## src/verilog/clk_ctrl_pkg.sv

```systemverilog
`default_nettype none
package clk_ctrl_pkg;

  // ----------------------------------------------------------------
  // Clock modes from the configuration field
  // ----------------------------------------------------------------
  typedef enum logic [2:0] {
    low_gain_crystal_mode         = 3'h0,
    medium_gain_crystal_mode      = 3'h1,
    high_gain_crystal_mode        = 3'h2,
    ext_clock_in_mode             = 3'h3,
    internal_osc_all_io_mode      = 3'h4,
    internal_osc_divided_out_mode = 3'h5,
    resistor_cap_osc_pin_io_mode  = 3'h6,
    resistor_cap_osc_divided_clock_output_mode  = 3'h7
  } clk_mode_t;

  // Start-up sequence, Gray coded along off, power-up, start, run
  typedef enum logic [1:0] {
    st_off  = 2'b00,
    st_power_up_delay_timer = 2'b01,
    st_ost  = 2'b11,
    st_run  = 2'b10
  } startup_t;

  // ----------------------------------------------------------------
  // Register port
  // ----------------------------------------------------------------
  localparam int ADDR_W = 4;
  localparam int DATA_W = 8;
  localparam logic [ADDR_W-1:0] CTRL_OFS = 4'h0;
  localparam logic [ADDR_W-1:0] STATUS_OFS = 4'h4;
  localparam int CTRL_SCS_BIT = 0;
  localparam int CTRL_INTERNAL_FREQ_SELECT_LSB = 4;
  localparam int STAT_EXT_RUN_BIT = 0;
  localparam int STAT_INT_RDY_BIT = 1;
  localparam int STAT_CUR_INT_BIT = 2;
  localparam int STAT_FAIL_BIT = 3;
  localparam int STAT_PC_HOLD_BIT = 4;
  localparam logic SCS_RESET = 1'b0;
  localparam logic [2:0] INTERNAL_FREQ_SELECT_RESET = 3'h6;
  localparam logic [2:0] INTERNAL_FREQ_SELECT_SLOW = 3'h0;

  // ----------------------------------------------------------------
  // Amplifier gain codes
  // ----------------------------------------------------------------
  localparam logic [1:0] GAIN_OFF = 2'h0;
  localparam logic [1:0] GAIN_LOW = 2'h1;
  localparam logic [1:0] GAIN_MED = 2'h2;
  localparam logic [1:0] GAIN_HIGH = 2'h3;

  // ----------------------------------------------------------------
  // Timing
  // ----------------------------------------------------------------
  localparam int CLK_PERIOD_NS = 4;
  localparam int SYS_CLK_HZ = 250_000_000;
  localparam int FAST_OSC_HZ = 8_000_000;
  localparam int SLOW_OSC_HZ = 31_000;
  localparam int FAST_HALF_CYC = SYS_CLK_HZ / (2 * FAST_OSC_HZ);
  localparam int SLOW_HALF_CYC = SYS_CLK_HZ / (2 * SLOW_OSC_HZ);
  localparam int FAST_WAKE_NS = 1000;
  localparam int INT_START_NS = 5000;
  localparam int FAST_WAKE_CYC =
    (FAST_WAKE_NS + CLK_PERIOD_NS - 1) / CLK_PERIOD_NS;
  localparam int INT_START_CYC =
    (INT_START_NS + CLK_PERIOD_NS - 1) / CLK_PERIOD_NS;
  localparam int OST_EDGES = 1024;
  localparam int POWER_UP_DELAY_TIMER_TICKS = 64;
  localparam int STAB_W = 12;
  localparam int OST_W = 11;
  localparam int DIV_W = 13;

  function automatic logic is_crystal(input clk_mode_t m);
    return (m == low_gain_crystal_mode) ||
           (m == medium_gain_crystal_mode) ||
           (m == high_gain_crystal_mode);
  endfunction

  function automatic logic is_internal(input clk_mode_t m);
    return (m == internal_osc_all_io_mode) ||
           (m == internal_osc_divided_out_mode);
  endfunction

endpackage
`default_nettype wire

```

## src/verilog/clk_mux_if.sv

```systemverilog
`timescale 1ns/1ps
`default_nettype none
interface clk_mux_if;
  logic src_ext;
  logic src_int;
  logic sel_int;
  logic clk_out;
  logic rise;
  logic cur_int;
  logic busy;
  modport ctrl (output src_ext, src_int, sel_int,
                input clk_out, rise, cur_int, busy);
  modport mux (input src_ext, src_int, sel_int,
               output clk_out, rise, cur_int, busy);
endinterface
`default_nettype wire

```

## src/verilog/glitch_free_clk_mux.sv

```systemverilog
`timescale 1ns/1ps
`default_nettype none
module glitch_free_clk_mux
  import clk_ctrl_pkg::*;
(
  input wire logic i_sys_clk, // System clock
  input wire logic i_nrst,    // Async reset, active low
  clk_mux_if.mux bus          // Source levels in, switched clock out
);

  typedef enum logic [1:0] {
    mx_follow    = 2'b00,
    mx_wait_fall = 2'b01,
    mx_wait_rise = 2'b11
  } mux_state_t;

  mux_state_t state_reg, state_next;
  logic ext_q_reg, int_q_reg;
  logic cur_reg, cur_next;
  logic out_reg, out_next;
  logic rise_reg;
  logic old_lvl, new_lvl, old_fall, new_rise;

  assign old_lvl = cur_reg ? bus.src_int : bus.src_ext;
  assign new_lvl = cur_reg ? bus.src_ext : bus.src_int;
  assign old_fall = cur_reg ? (int_q_reg & ~bus.src_int)
                            : (ext_q_reg & ~bus.src_ext);
  assign new_rise = cur_reg ? (~ext_q_reg & bus.src_ext)
                            : (~int_q_reg & bus.src_int);

  // ----------------------------------------------------------------
  // Switch sequence: old falls, output held low, new rises
  // ----------------------------------------------------------------
  always_comb begin
    state_next = state_reg;
    cur_next = cur_reg;
    out_next = out_reg;
    unique case (state_reg)
      mx_follow: begin
        out_next = old_lvl;
        if (bus.sel_int != cur_reg) begin
          state_next = mx_wait_fall;
        end
      end
      mx_wait_fall: begin
        out_next = old_lvl;
        if (old_fall) begin
          out_next = 1'b0;
          state_next = mx_wait_rise;
        end
      end
      mx_wait_rise: begin
        out_next = 1'b0;
        if (bus.sel_int == cur_reg) begin
          state_next = mx_follow;
        end else if (new_rise) begin
          cur_next = ~cur_reg;
          out_next = new_lvl;
          state_next = mx_follow;
        end
      end
      default: begin
        state_next = mx_follow;
      end
    endcase
  end

  always_ff @(posedge i_sys_clk or negedge i_nrst) begin
    if (!i_nrst) begin
      state_reg <= mx_follow;
      cur_reg <= 1'b1;
      out_reg <= 1'b0;
      rise_reg <= 1'b0;
      ext_q_reg <= 1'b0;
      int_q_reg <= 1'b0;
    end else begin
      state_reg <= state_next;
      cur_reg <= cur_next;
      out_reg <= out_next;
      rise_reg <= out_next & ~out_reg;
      ext_q_reg <= bus.src_ext;
      int_q_reg <= bus.src_int;
    end
  end

  assign bus.clk_out = out_reg;
  assign bus.rise = rise_reg;
  assign bus.cur_int = cur_reg;
  assign bus.busy = (state_reg != mx_follow);

endmodule
`default_nettype wire

```

## src/verilog/system_clock_source_control.sv

```systemverilog
// Overview of operation
// - Three-bit field picks one of eight clock modes.
// - External clock mode clocks from input pin; port A bit 4 freed.
// - RC with output drives the output pin with RC clock over four.
// - RC with I/O keeps RC on input pin; output pin is GPIO.
// - Internal with output drives clock over four on bit 4; bit 5 GPIO.
// - Internal with full I/O frees port A bits 4 and 5.
// - Crystal modes count 1024 input cycles after power-up or wake.
// - Program counter held while the crystal start count runs without two-speed start.
// - External clock mode skips the start count entirely.
// - Logic is static; a stopped clock freezes state, restart resumes.
// - Amplifier gain low, medium, high per crystal mode.
// - Wait 1 us slow-to-fast, 5 us after power-up or wake.
// - Fast 8 MHz and slow 31 kHz internal sources exist.
// - Fail monitor spots lost external clock and selects internal; the mux keeps waiting for the stopped clock to fall.
// - Software chooses external or internal system clock.
// - Two-speed start runs code on internal clock during crystal start.
// - Select bit clears on reset; zero uses mode, one uses frequency.
// - Frequency field resets to 110, the 4 MHz setting.
// - Slow source times power-up and fail monitor always.
// - Automatic switches never change the select bit.
`timescale 1ns/1ps
`default_nettype none
module system_clock_source_control
  import clk_ctrl_pkg::*;
#(
  parameter int POWER_UP_DELAY_TIMER_LEN = POWER_UP_DELAY_TIMER_TICKS,        // Power-up timer slow ticks
  parameter int SLOW_HALF = SLOW_HALF_CYC     // Slow source half period
) (
  input wire logic i_sys_clk,                 // 250 MHz clock
  input wire logic i_nrst,                    // Async reset, active low
  input wire logic [2:0] i_clk_mode_cfg,      // Clock mode field
  input wire logic i_two_speed_en,            // Two-speed start enable
  input wire logic i_fail_mon_en,             // Clock fail monitor enable
  input wire logic i_power_up_delay_timer_en,                 // Power-up timer enable
  input wire logic i_wake,                    // Wake from sleep pulse
  input wire logic i_osc_input_pin,           // Oscillator input level
  input wire logic [ADDR_W-1:0] i_addr,       // Register address
  input wire logic [DATA_W-1:0] i_wdata,      // Write data
  input wire logic i_wr,                      // Write strobe
  input wire logic i_rd,                      // Read strobe
  output logic [DATA_W-1:0] o_rdata,          // Read data, next cycle
  output logic o_sys_clk,                     // Switched system clock
  output logic o_sys_tick,                    // Pulse on sys clock rise
  output logic o_pc_hold,                     // Hold program counter
  output logic [1:0] o_amp_gain,              // Amplifier gain code
  output logic o_port_a_bit4_gpio,            // Bit 4 free for GPIO
  output logic o_port_a_bit5_gpio,            // Bit 5 free for GPIO
  output logic o_divided_clock_output,        // Sys clock over four
  output logic o_divided_clock_output_oe,     // Drive enable of above
  output logic o_osc_fail                     // Failure flag
);

  clk_mux_if mux_bus();

  clk_mode_t mode;
  startup_t state_reg;
  logic scs_reg;
  logic [2:0] internal_freq_select_reg;
  logic fail_flag_reg, fallback_reg;
  logic ext_q_reg, ext_seen_reg;
  logic [OST_W-1:0] ost_cnt_reg;
  logic [STAB_W-1:0] stab_cnt_reg;
  logic [DIV_W-1:0] slow_cnt_reg;
  logic slow_lvl_reg, slow_tick;
  logic [3:0] fast_cnt_reg;
  logic fast_lvl_reg, fast_on_q_reg;
  logic [5:0] ps_cnt_reg;
  logic [11:0] power_up_delay_timer_cnt_reg;
  logic [1:0] div_cnt_reg;
  logic [DATA_W-1:0] rdata_reg;
  logic ext_rise, int_rdy, int_lvl, fast_on, restart;
  logic two_spd_run, monitoring, fail_evt, ext_running;
  logic wr_ctrl, wr_stat;

  assign mode = clk_mode_t'(i_clk_mode_cfg);
  assign ext_rise = i_osc_input_pin & ~ext_q_reg;
  assign wr_ctrl = i_wr && (i_addr == CTRL_OFS);
  assign wr_stat = i_wr && (i_addr == STATUS_OFS);

  // ----------------------------------------------------------------
  // Software clock choice
  // ----------------------------------------------------------------
  // Only software writes touch these; fallback and two-speed leave
  // them alone so software can still see what it asked for.
  always_ff @(posedge i_sys_clk or negedge i_nrst) begin
    if (!i_nrst) begin
      scs_reg <= SCS_RESET;
      internal_freq_select_reg <= INTERNAL_FREQ_SELECT_RESET;
    end else if (wr_ctrl) begin
      scs_reg <= i_wdata[CTRL_SCS_BIT];
      internal_freq_select_reg <= i_wdata[CTRL_INTERNAL_FREQ_SELECT_LSB +: 3];
    end
  end

  // ----------------------------------------------------------------
  // Internal oscillators
  // ----------------------------------------------------------------
  // Slow source runs free: it times power-up and the fail monitor.
  always_ff @(posedge i_sys_clk or negedge i_nrst) begin
    if (!i_nrst) begin
      slow_cnt_reg <= '0;
      slow_lvl_reg <= 1'b0;
    end else if (slow_cnt_reg == DIV_W'(SLOW_HALF - 1)) begin
      slow_cnt_reg <= '0;
      slow_lvl_reg <= ~slow_lvl_reg;
    end else begin
      slow_cnt_reg <= slow_cnt_reg + 1'b1;
    end
  end
  assign slow_tick = (slow_cnt_reg == DIV_W'(SLOW_HALF - 1)) &
                     ~slow_lvl_reg;

  // Fast source and its postscaler only run when asked for
  assign fast_on = (internal_freq_select_reg != INTERNAL_FREQ_SELECT_SLOW) && (mux_bus.sel_int ||
                   mux_bus.cur_int);
  always_ff @(posedge i_sys_clk or negedge i_nrst) begin
    if (!i_nrst) begin
      fast_cnt_reg <= '0;
      fast_lvl_reg <= 1'b0;
      ps_cnt_reg <= '0;
    end else if (!fast_on) begin
      fast_cnt_reg <= '0;
      fast_lvl_reg <= 1'b0;
    end else if (fast_cnt_reg == 4'(FAST_HALF_CYC - 1)) begin
      fast_cnt_reg <= '0;
      fast_lvl_reg <= ~fast_lvl_reg;
      if (!fast_lvl_reg) begin
        ps_cnt_reg <= ps_cnt_reg + 1'b1;
      end
    end else begin
      fast_cnt_reg <= fast_cnt_reg + 1'b1;
    end
  end

  // Settling delay; the mux only sees a level once it is ready
  assign restart = i_wake || (state_reg == st_off);
  always_ff @(posedge i_sys_clk or negedge i_nrst) begin
    if (!i_nrst) begin
      stab_cnt_reg <= '0;
      fast_on_q_reg <= 1'b0;
    end else begin
      fast_on_q_reg <= fast_on;
      if (restart) begin
        stab_cnt_reg <= STAB_W'(INT_START_CYC);
      end else if (fast_on && !fast_on_q_reg && stab_cnt_reg == '0) begin
        stab_cnt_reg <= STAB_W'(FAST_WAKE_CYC);
      end else if (stab_cnt_reg != '0) begin
        stab_cnt_reg <= stab_cnt_reg - 1'b1;
      end
    end
  end
  assign int_rdy = (stab_cnt_reg == '0);

  always_comb begin
    unique case (internal_freq_select_reg)
      3'h7: int_lvl = fast_lvl_reg;
      3'h6: int_lvl = ps_cnt_reg[0];
      3'h5: int_lvl = ps_cnt_reg[1];
      3'h4: int_lvl = ps_cnt_reg[2];
      3'h3: int_lvl = ps_cnt_reg[3];
      3'h2: int_lvl = ps_cnt_reg[4];
      3'h1: int_lvl = ps_cnt_reg[5];
      3'h0: int_lvl = slow_lvl_reg;
    endcase
  end

  // ----------------------------------------------------------------
  // Start-up sequence
  // ----------------------------------------------------------------
  always_ff @(posedge i_sys_clk or negedge i_nrst) begin
    if (!i_nrst) begin
      state_reg <= st_off;
      power_up_delay_timer_cnt_reg <= '0;
      ost_cnt_reg <= '0;
      ext_q_reg <= 1'b0;
    end else begin
      ext_q_reg <= i_osc_input_pin;
      if (i_wake) begin
        state_reg <= st_ost;
        ost_cnt_reg <= '0;
      end else begin
        unique case (state_reg)
          st_off: begin
            power_up_delay_timer_cnt_reg <= '0;
            ost_cnt_reg <= '0;
            state_reg <= i_power_up_delay_timer_en ? st_power_up_delay_timer : st_ost;
          end
          st_power_up_delay_timer: begin
            if (power_up_delay_timer_cnt_reg == 12'(POWER_UP_DELAY_TIMER_LEN)) begin
              state_reg <= st_ost;
            end else if (slow_tick) begin
              power_up_delay_timer_cnt_reg <= power_up_delay_timer_cnt_reg + 1'b1;
            end
          end
          st_ost: begin
            if (is_crystal(mode)) begin
              if (ost_cnt_reg == OST_W'(OST_EDGES)) begin
                state_reg <= st_run;
              end else if (ext_rise) begin
                ost_cnt_reg <= ost_cnt_reg + 1'b1;
              end
            end else if (is_internal(mode)) begin
              if (int_rdy) begin
                state_reg <= st_run;
              end
            end else begin
              state_reg <= st_run;
            end
          end
          st_run: begin
            state_reg <= st_run;
          end
        endcase
      end
    end
  end

  // ----------------------------------------------------------------
  // Fail monitor, paced by the slow source
  // ----------------------------------------------------------------
  assign monitoring = i_fail_mon_en && !is_internal(mode) &&
                      state_reg == st_run && !fallback_reg;
  assign fail_evt = monitoring && slow_tick && !ext_seen_reg;

  always_ff @(posedge i_sys_clk or negedge i_nrst) begin
    if (!i_nrst) begin
      ext_seen_reg <= 1'b0;
      fallback_reg <= 1'b0;
    end else begin
      if (slow_tick) begin
        ext_seen_reg <= ext_rise;
      end else if (ext_rise) begin
        ext_seen_reg <= 1'b1;
      end
      if (i_wake) begin
        fallback_reg <= 1'b0;
      end else if (fail_evt) begin
        fallback_reg <= 1'b1;
      end
    end
  end

  // Set wins over a same-cycle write-one-to-clear
  always_ff @(posedge i_sys_clk or negedge i_nrst) begin
    if (!i_nrst) begin
      fail_flag_reg <= 1'b0;
    end else if (fail_evt) begin
      fail_flag_reg <= 1'b1;
    end else if (wr_stat && i_wdata[STAT_FAIL_BIT]) begin
      fail_flag_reg <= 1'b0;
    end
  end

  // ----------------------------------------------------------------
  // Source selection and glitch-free switch
  // ----------------------------------------------------------------
  assign two_spd_run = i_two_speed_en && is_crystal(mode) &&
                       state_reg != st_run;
  assign mux_bus.src_ext = i_osc_input_pin;
  assign mux_bus.src_int = int_lvl & int_rdy;
  assign mux_bus.sel_int = scs_reg || is_internal(mode) ||
                           fallback_reg || two_spd_run;

  glitch_free_clk_mux u_mux (
    .i_sys_clk (i_sys_clk),
    .i_nrst (i_nrst),
    .bus (mux_bus.mux)
  );

  // A stopped external clock simply stops the ticks; nothing resets
  assign o_sys_clk = mux_bus.clk_out;
  assign o_sys_tick = mux_bus.rise;
  assign ext_running = (state_reg == st_run) && !mux_bus.cur_int;
  assign o_pc_hold = (state_reg != st_run) &&
                     !(two_spd_run && mux_bus.cur_int &&
                       !mux_bus.busy);

  // ----------------------------------------------------------------
  // Pins and amplifier
  // ----------------------------------------------------------------
  always_comb begin
    unique case (mode)
      low_gain_crystal_mode: o_amp_gain = GAIN_LOW;
      medium_gain_crystal_mode: o_amp_gain = GAIN_MED;
      high_gain_crystal_mode: o_amp_gain = GAIN_HIGH;
      default: o_amp_gain = GAIN_OFF;
    endcase
  end

  assign o_port_a_bit4_gpio = (mode == ext_clock_in_mode) ||
                              (mode == resistor_cap_osc_pin_io_mode) ||
                              (mode == internal_osc_all_io_mode);
  assign o_port_a_bit5_gpio = is_internal(mode);
  assign o_divided_clock_output_oe =
    (mode == resistor_cap_osc_divided_clock_output_mode) ||
    (mode == internal_osc_divided_out_mode);

  always_ff @(posedge i_sys_clk or negedge i_nrst) begin
    if (!i_nrst) begin
      div_cnt_reg <= '0;
    end else if (mux_bus.rise) begin
      div_cnt_reg <= div_cnt_reg + 1'b1;
    end
  end
  assign o_divided_clock_output = div_cnt_reg[1] &
                                  o_divided_clock_output_oe;

  // ----------------------------------------------------------------
  // Register read
  // ----------------------------------------------------------------
  always_ff @(posedge i_sys_clk or negedge i_nrst) begin
    if (!i_nrst) begin
      rdata_reg <= '0;
    end else if (i_rd) begin
      rdata_reg <= '0;
      if (i_addr == CTRL_OFS) begin
        rdata_reg[CTRL_SCS_BIT] <= scs_reg;
        rdata_reg[CTRL_INTERNAL_FREQ_SELECT_LSB +: 3] <= internal_freq_select_reg;
      end else if (i_addr == STATUS_OFS) begin
        rdata_reg[STAT_EXT_RUN_BIT] <= ext_running;
        rdata_reg[STAT_INT_RDY_BIT] <= int_rdy;
        rdata_reg[STAT_CUR_INT_BIT] <= mux_bus.cur_int;
        rdata_reg[STAT_FAIL_BIT] <= fail_flag_reg;
        rdata_reg[STAT_PC_HOLD_BIT] <= o_pc_hold;
      end
    end else begin
      rdata_reg <= '0;
    end
  end
  assign o_rdata = rdata_reg;
  assign o_osc_fail = fail_flag_reg;

endmodule
`default_nettype wire
```

## config.mk

```make
export PLATFORM = sky130hd
export DESIGN_NAME = system_clock_source_control
export DESIGN_NICKNAME = d
export VERILOG_FILES = /design/src/verilog/clk_ctrl_pkg.sv /design/src/verilog/clk_mux_if.sv /design/src/verilog/glitch_free_clk_mux.sv /design/src/verilog/system_clock_source_control.sv
export SDC_FILE = /design/constraint.sdc
export NUM_CORES = 1
export LEC_CHECK = 0
export BUFFER_PORTS_ARGS = -buffer_cell sky130_fd_sc_hd__clkbuf_2
export CAP_MARGIN = 25
export CORE_MARGIN = 5
export CORE_UTILIZATION = 40
export CTS_CLUSTER_DIAMETER = 50
export CTS_CLUSTER_SIZE = 10
export DETAILED_ROUTE_END_ITERATION = 6
export PLACE_DENSITY = 0.56
export SYNTH_ARGS = -nofsm -noshare
export SYNTH_HDL_FRONTEND = slang
export SYNTH_SLANG_ARGS = --single-unit
```

## constraint.sdc

```tcl
create_clock -name i_sys_clk -period 6.2 [get_ports i_sys_clk]
set_input_delay 1.24 -clock i_sys_clk [delete_from_list [all_inputs] [get_ports i_sys_clk]]
set_output_delay 1.24 -clock i_sys_clk [all_outputs]
set_load 0.005 [all_outputs]
```

* Yosys cells after proc, flatten, opt, wreduce, memory -nomap -nowiden
Index checks and enable logic that the tools add are counted.
Widths: inputs -> output; s select.
** Storage, ports and cells
- Register bits after elaboration :: 87
- Input port bits :: 24
- Output and inout bits :: 18
- Word-level logic and storage cells :: 194
** Operators by class
- Add/sub/neg operators :: 7
- Equality and inequality tests :: 39
- Muxes and demuxes :: 51
- Bitwise operators :: 18
- Reduce and logical (&&, ||, !) cells :: 56
** Operators by type and width (number)
- $mux 12 :: 5
- $mux 11 :: 4
- $eq 3x3->1 const B :: 8
- $mux 2 :: 12
- $pmux 12 s2 :: 1
- $pmux 11 s2 :: 1
- $logic_and 1x1->1 :: 17
- $mux 1 :: 17
- $add 13x1->13 const B :: 1
- $eq 13x12->1 const B :: 1
- $mux 13 :: 1
- $add 12x1->12 const B :: 1
- $eq 12x7->1 const B :: 1
- $eq 3x2->1 const B :: 4
- $logic_not 12->1 :: 1
- $ne 3x3->1 const B :: 4
- $pmux 2 s3 :: 2
- $reduce_and 3->1 :: 4
- $reduce_bool 12->1 :: 1
- $sub 12x1->12 const B :: 1
- $add 11x1->11 const B :: 1
- $eq 11x11->1 const B :: 1
- $logic_or 1x1->1 :: 11
- $not 1->1 :: 10
- 30 further kinds :: 61

* Depth between registers and ports, before layout
- Depth after elaboration :: 12
- Gate-level depth with buffers :: 10
- Depth with buffers taken out :: 10

* Hierarchy
A second synthesis with hierarchy kept.
** Second synthesis, totals
- Cells, all modules :: 462
- Area total of the unflattened synthesis :: 4588.2 µm²
** Modules (own cells, without submodules)
- system_clock_source_control :: instances 1, cells an instance 426, area each 4215.3 µm²
- glitch_free_clk_mux :: instances 1, cells an instance 36, area each 372.9 µm²

* Worst setup path after synthesis
No wires, ideal clock.
- Path type :: input to register
- Start point :: in i_clk_mode_cfg[0]
- End point :: reg ps_cnt_reg[5]
- Library setup time :: 0.123 ns
- Arrival :: 2.768 ns
- Data required time :: 6.077 ns
- Path slack :: 3.310 ns
- Stages :: 9
- Buffers on the path :: 0
- Cells stage by stage :: a21oi_1 -> nand2_1 -> nor2_1 -> nor3_1 -> ha_1 -> nor4b_2 -> and4_1 -> nand3_1 -> xnor2_1
** On the way
- Cells in the longest elaborated chain, start to end :: 9
** RTL lines
- from (decl) :: line system_clock_source_control.sv:32 : input wire logic [2:0] i_clk_mode_cfg,
- $eq 3x1->1 / $logic_not 3->1 (equally long branches) :: line clk_ctrl_pkg.sv:75, clk_ctrl_pkg.sv:74
- $logic_or 1x1->1 :: line clk_ctrl_pkg.sv:74 : return (m == low_gain_crystal_mode) ||
- $logic_or 1x1->1 :: line clk_ctrl_pkg.sv:75 : (m == medium_gain_crystal_mode) ||
- $logic_and 1x1->1 (2 in series) :: line system_clock_source_control.sv:258 : assign two_spd_run = i_two_speed_en && is_crystal(mode) &&
- $logic_or 1x1->1 * :: line system_clock_source_control.sv:263 : fallback_reg || two_spd_run;
- $logic_or 1x1->1 * :: line system_clock_source_control.sv:115 : assign fast_on = (internal_freq_select_reg != INTERNAL_FREQ_SELECT_SLOW) && (mux_bus.sel_int ||
- $logic_and 1x1->1 * :: line system_clock_source_control.sv:115
- $reduce_and 3->1 (no source line) *
- to (signal assigned) :: line system_clock_source_control.sv:129 : ps_cnt_reg <= ps_cnt_reg + 1'b1;
- to (decl) :: line system_clock_source_control.sv:68 : logic [5:0] ps_cnt_reg;
Every way passes the cells marked *; elsewhere a longest branch is shown, timed or not.
A chain may end at the register's enable or synchronous reset.

* Worst setup path after layout
- Start point :: in i_clk_mode_cfg[0]
- End point :: out o_pc_hold
** On the way
- Cells in the longest elaborated chain, start to end :: 9
** RTL lines
- $eq 3x1->1 / $logic_not 3->1 (equally long branches) :: line clk_ctrl_pkg.sv:75, clk_ctrl_pkg.sv:74
- $logic_or 1x1->1 :: line clk_ctrl_pkg.sv:74
- $logic_or 1x1->1 * :: line clk_ctrl_pkg.sv:75
- $logic_and 1x1->1 * (2 in series) :: line system_clock_source_control.sv:258
- $logic_and 1x1->1 * (2 in series) :: line system_clock_source_control.sv:276 : !(two_spd_run && mux_bus.cur_int &&
- $logic_not 1->1 * :: line system_clock_source_control.sv:276
- $logic_and 1x1->1 * :: line system_clock_source_control.sv:275 : assign o_pc_hold = (state_reg != st_run) &&
- to (decl) :: line system_clock_source_control.sv:45 : output logic o_pc_hold,
Marked as above.

==> results by group <==
Global route
  – Global Route Usage Sum: 15.40%
  – Largest net degree at the start of global routing: 61
  – Global Route met1 Usage: 20.31%
  – Global route total overflow: 0
  – Met2 Resource Use GR: 24.97%
  – GR met3 Demand/Resource: 4.301%
  – Initial antenna violation count: 0
  – Wire length of the first global-routing pass: 16480 um
  – Number of global-route vias before repair: 3381
  – Busiest layer in global routing: met2

STA
  – Worst max-slew margin expressed relative to the limit: 49.88%
  – Shortest clock period the worst path allows after layout: 3376 ps
  – Max Transition Viols Final: 0
  – Setup repair after global routing missed its margin: false
  – Max Clock Skew: 8.324 ps
  – Highest clock rate: 296.2 MHz
  – Number of failing hold endpoints at the final stage: 0
  – Slew @ Worst Pin: 751.8 ps
  – Sum of negative setup slack: 0 ps
  – Number of failing setup endpoints in the final timing report: 0
  – Final critical-path share of the clock period: 54.45%

Finish
  – Filler cell count in the final layout: 1048
  – Number of cells in the finished layout apart from fillers: 636
  – Layout Cell Area excl Fill: 5122 um2
  – Layout overhead on the synthesized area: 13.66%
  – Diode count: 0
  – Net count of the finished layout: 526
  – Flip-flop count of the largest register, all copies and words added: 13
  – Fraction of final layout cells with drive strength greater than 1: 17.14%

Clock network
  – Insertion delay to the later sink of the worst-skew pair: 340 ps
  – Hold-fix buffers, CTS: 0
  – Number of buffers created by CTS: 9
  – Number of buffers added for setup after CTS: 0
  – Maximum buffer depth of the clock tree: 2
  – Clock tree from TritonCTS: yes
  – CTS-repair resized insts: 0
  – Total number of clock tree sinks: 86
  – Buffer type at the clock tree root: sky130_fd_sc_hd__clkbuf_16
  – Clock-pin slew on the worst setup and hold paths: 60 ps
  – H-tree Lvls: 3

Worst setup path
  – Most frequent CP cell: sky130_fd_sc_hd__clkbuf_2
  – Category of the critical setup timing path: in -> out
  – Arrival time at the worst endpoint: 2140 ps
  – Critical path data required time: 4960 ps
  – Critical register-to-register path startpoint: state_reg[1]
  – Endpoint class of the critical path: output port
  – Critical R2R Capture: u_mux.bus.rise
  – Stage delay of the slowest cell on the critical path: 380 ps
  – Slack of the worst reg-to-reg path: 3720 ps
  – Critical path's slowest cell: sky130_fd_sc_hd__a21oi_1
  – Crit Path Max Fanout: 6
  – Cells along the critical path: clkbuf_2, a21oi_1, a31oi_1, clkbuf_2
  – Worst reg-to-reg path cell count: 9
  – Kind of start point of the critical path: input pin

Floorplanning
  – Count of boundary I/O pins: 42
  – Area enclosed by the die boundary: 13490 um2
  – DIE HEIGHT: 116.1 um
  – Starting Density: 41.21%
  – Floorplan row count: 38
  – Die boundary width: 116.1 um
  – Core outline area: 10940 um2

Detailed routing
  – Number of iterations in the first detailed-routing pass: 4
  – DR vias: 3505
  – Routed vias/inst: 5.511
  – Detailed-route wire length: 9505 um
  – Number of violations reported at the end of detailed-routing iteration 0: 156
  – Antenna Violating Nets Remaining: 0
  – Remaining routing DRC violations: 0
  – Average detailed-routed wire length per instance: 14.94 um

Hold path
  – Kind of path behind the tightest hold check: reg -> reg
  – Count of cells along the worst hold path: 1
  – Hold path start: ps_cnt_reg[5]
  – Destination of the worst hold path: ps_cnt_reg[5]

Place
  – GPL Wtd Cong: 0.7966
  – Placed instance count: 620
  – Total placed instance area: 4820 um2
  – Number of buffers inserted by port buffering: 37
  – HPWL reported at the end of detailed placement: 6898 um

Pwr
  – Leakage power of the design: 2.228 nW
  – Power density of the placed cells: 267.7 nW/um2
  – Sum of internal, switching and leakage power: 0.001371 W
  – Worst vdd rail ir drop: 197.7 uV

Logic synthesis
  – Fraction of the mapped netlist area in adder cells: 3.054%
  – Most used flip-flop cell after synthesis: sky130_fd_sc_hd__dfrtp_1
  – Count leader, synth: sky130_fd_sc_hd__dfrtp_1
  – Fraction of the mapped netlist area in compound gates: 12.47%
  – Commonest cells in the netlist: 83 x sky130_fd_sc_hd__dfrtp_1, 46 x sky130_fd_sc_hd__nor2_1, 31 x sky130_fd_sc_hd__nand2_1
  – Biggest area contributors in the synthesized netlist: sky130_fd_sc_hd__dfrtp_1 46%, sky130_fd_sc_hd__nor2_1 3.8%, sky130_fd_sc_hd__xor2_1 3.1%
  – Yosys warning count: 0
  – Share of synthesized area spent on multiplexers: 2.860%
  – Post-synthesis share of cell area spent on xor and xnor gates: 5.636%
  – Instance count of the mapped netlist: 453
  – Cell area after synthesis: 4507 um2
  – Share of Yosys cell area claimed by the top area cell type: 46.09%
  – Basic-gate share of the synthesized area counting and, or, nand and nor cells: 25.10%
  – Seq cells post-synth: 86
  – Number of nets produced by synthesis: 488
  – Top cell type by total area after synthesis: sky130_fd_sc_hd__dfrtp_1
  – Sequential area share after synthesis: 47.83%
  – Number of flops mapped to enable cells by yosys: 0
  – Main combinational cell family by area after synthesis: simple AND/OR/NAND/NOR gates
  – Mean instance size in the synthesized netlist: 9.949 um2
  – Distinct cell type count after synthesis: 68
  – Asr flop ratio synth: 100.0%

Run
  – Number of violations of the max-capacitance limit: 0

Status
  – Run status: finished clean
-- cell families (layout without fill, tap and decap cells) --
logic type | after synthesis | after routing
flip-flops | 86 | 86
multiplexers | 12 | 12
adder cells (fa/ha/maj) | 11 | 11
buffers and inverters | 31 | 74
AND/OR/NAND/NOR | 202 | 202
AO/OA/AOI/OAI | 81 | 81
XOR/XNOR | 29 | 29
other | 1 | 1
-- per-layer routing --
layer  share of wire, %  up-vias
li1                   -     1717
met1                 48     1732
met3                3.2       11
met2                 48       45
met5                  0        -
met4                1.2        0
-- worst max path at each step --
stage / end / slack [ps] / start
after detailed placement: ps_cnt_reg[5] / 2730 / i_clk_mode_cfg[0]
after global placement: ps_cnt_reg[5] / 2790 / i_clk_mode_cfg[0]
final: o_pc_hold / 2820 / i_clk_mode_cfg[0]
after global routing: o_pc_hold / 2740 / i_clk_mode_cfg[0]
after floorplan: ps_cnt_reg[5] / 3310 / i_clk_mode_cfg[0]
after CTS: o_pc_hold / 2770 / i_clk_mode_cfg[0]
-- placed cells by master (no fill, tap or decap), drive strengths merged, types with 8 or more instances in the layout --
master,n
nor2,46
dfrtp,83
nor4,9
clkbuf,49
nand3,27
a21oi,19
ha,11
and3,14
nand2,31
nand4,15
o21ai,23
xnor2,13
xor2,16
o31ai,9
inv,19
nor3,11
or3,8
-- where the power goes --
group	internal, W	leakage, nW	total (W)	switching, W
registers	0.000604	1.10	0.000655	0.0000512
clock network	0.000334	0.146	0.000552	0.000218
logic	0.0000729	0.982	0.000164	0.0000911
total	0.00101	2.23	0.00137	0.000360
-- per-stage QoR --
| stage | hold WS [ps] | util (%) | setup WS (ps) |
|---|---|---|---|
| 2_1_floorplan | 437.0 | - | 3310 |
| 3_3_place_gp | 455.9 | 44.03 | 2791 |
| 3_5_place_dp | 477.9 | 44.07 | 2732 |
| 4_1_cts | 486.4 | 46.84 | 2773 |
| 5_1_grt | 508.5 | 46.84 | 2737 |
| 6_report | 484.1 | 46.84 | 2824 |
-- final cells by class --
cell class / count / area (um2) / share of cell area [%]
clock inverters: 3 / 42.54 / 0.8305
multi-input cells: 336 / 2217 / 43.28
inverters: 19 / 71.32 / 1.392
repair buffers: 39 / 200.2 / 3.908
clock buffers: 13 / 260.3 / 5.081
well taps: 140 / 175.2 / 3.420
flip-flops and latches: 86 / 2156 / 42.09
-- worst max-delay path, delay by kind of cell --
family | cells | cell delay (ps)
compound gates | 2 | 600
buf+inv | 2 | 290
Power figures use the tool's default switching activity.
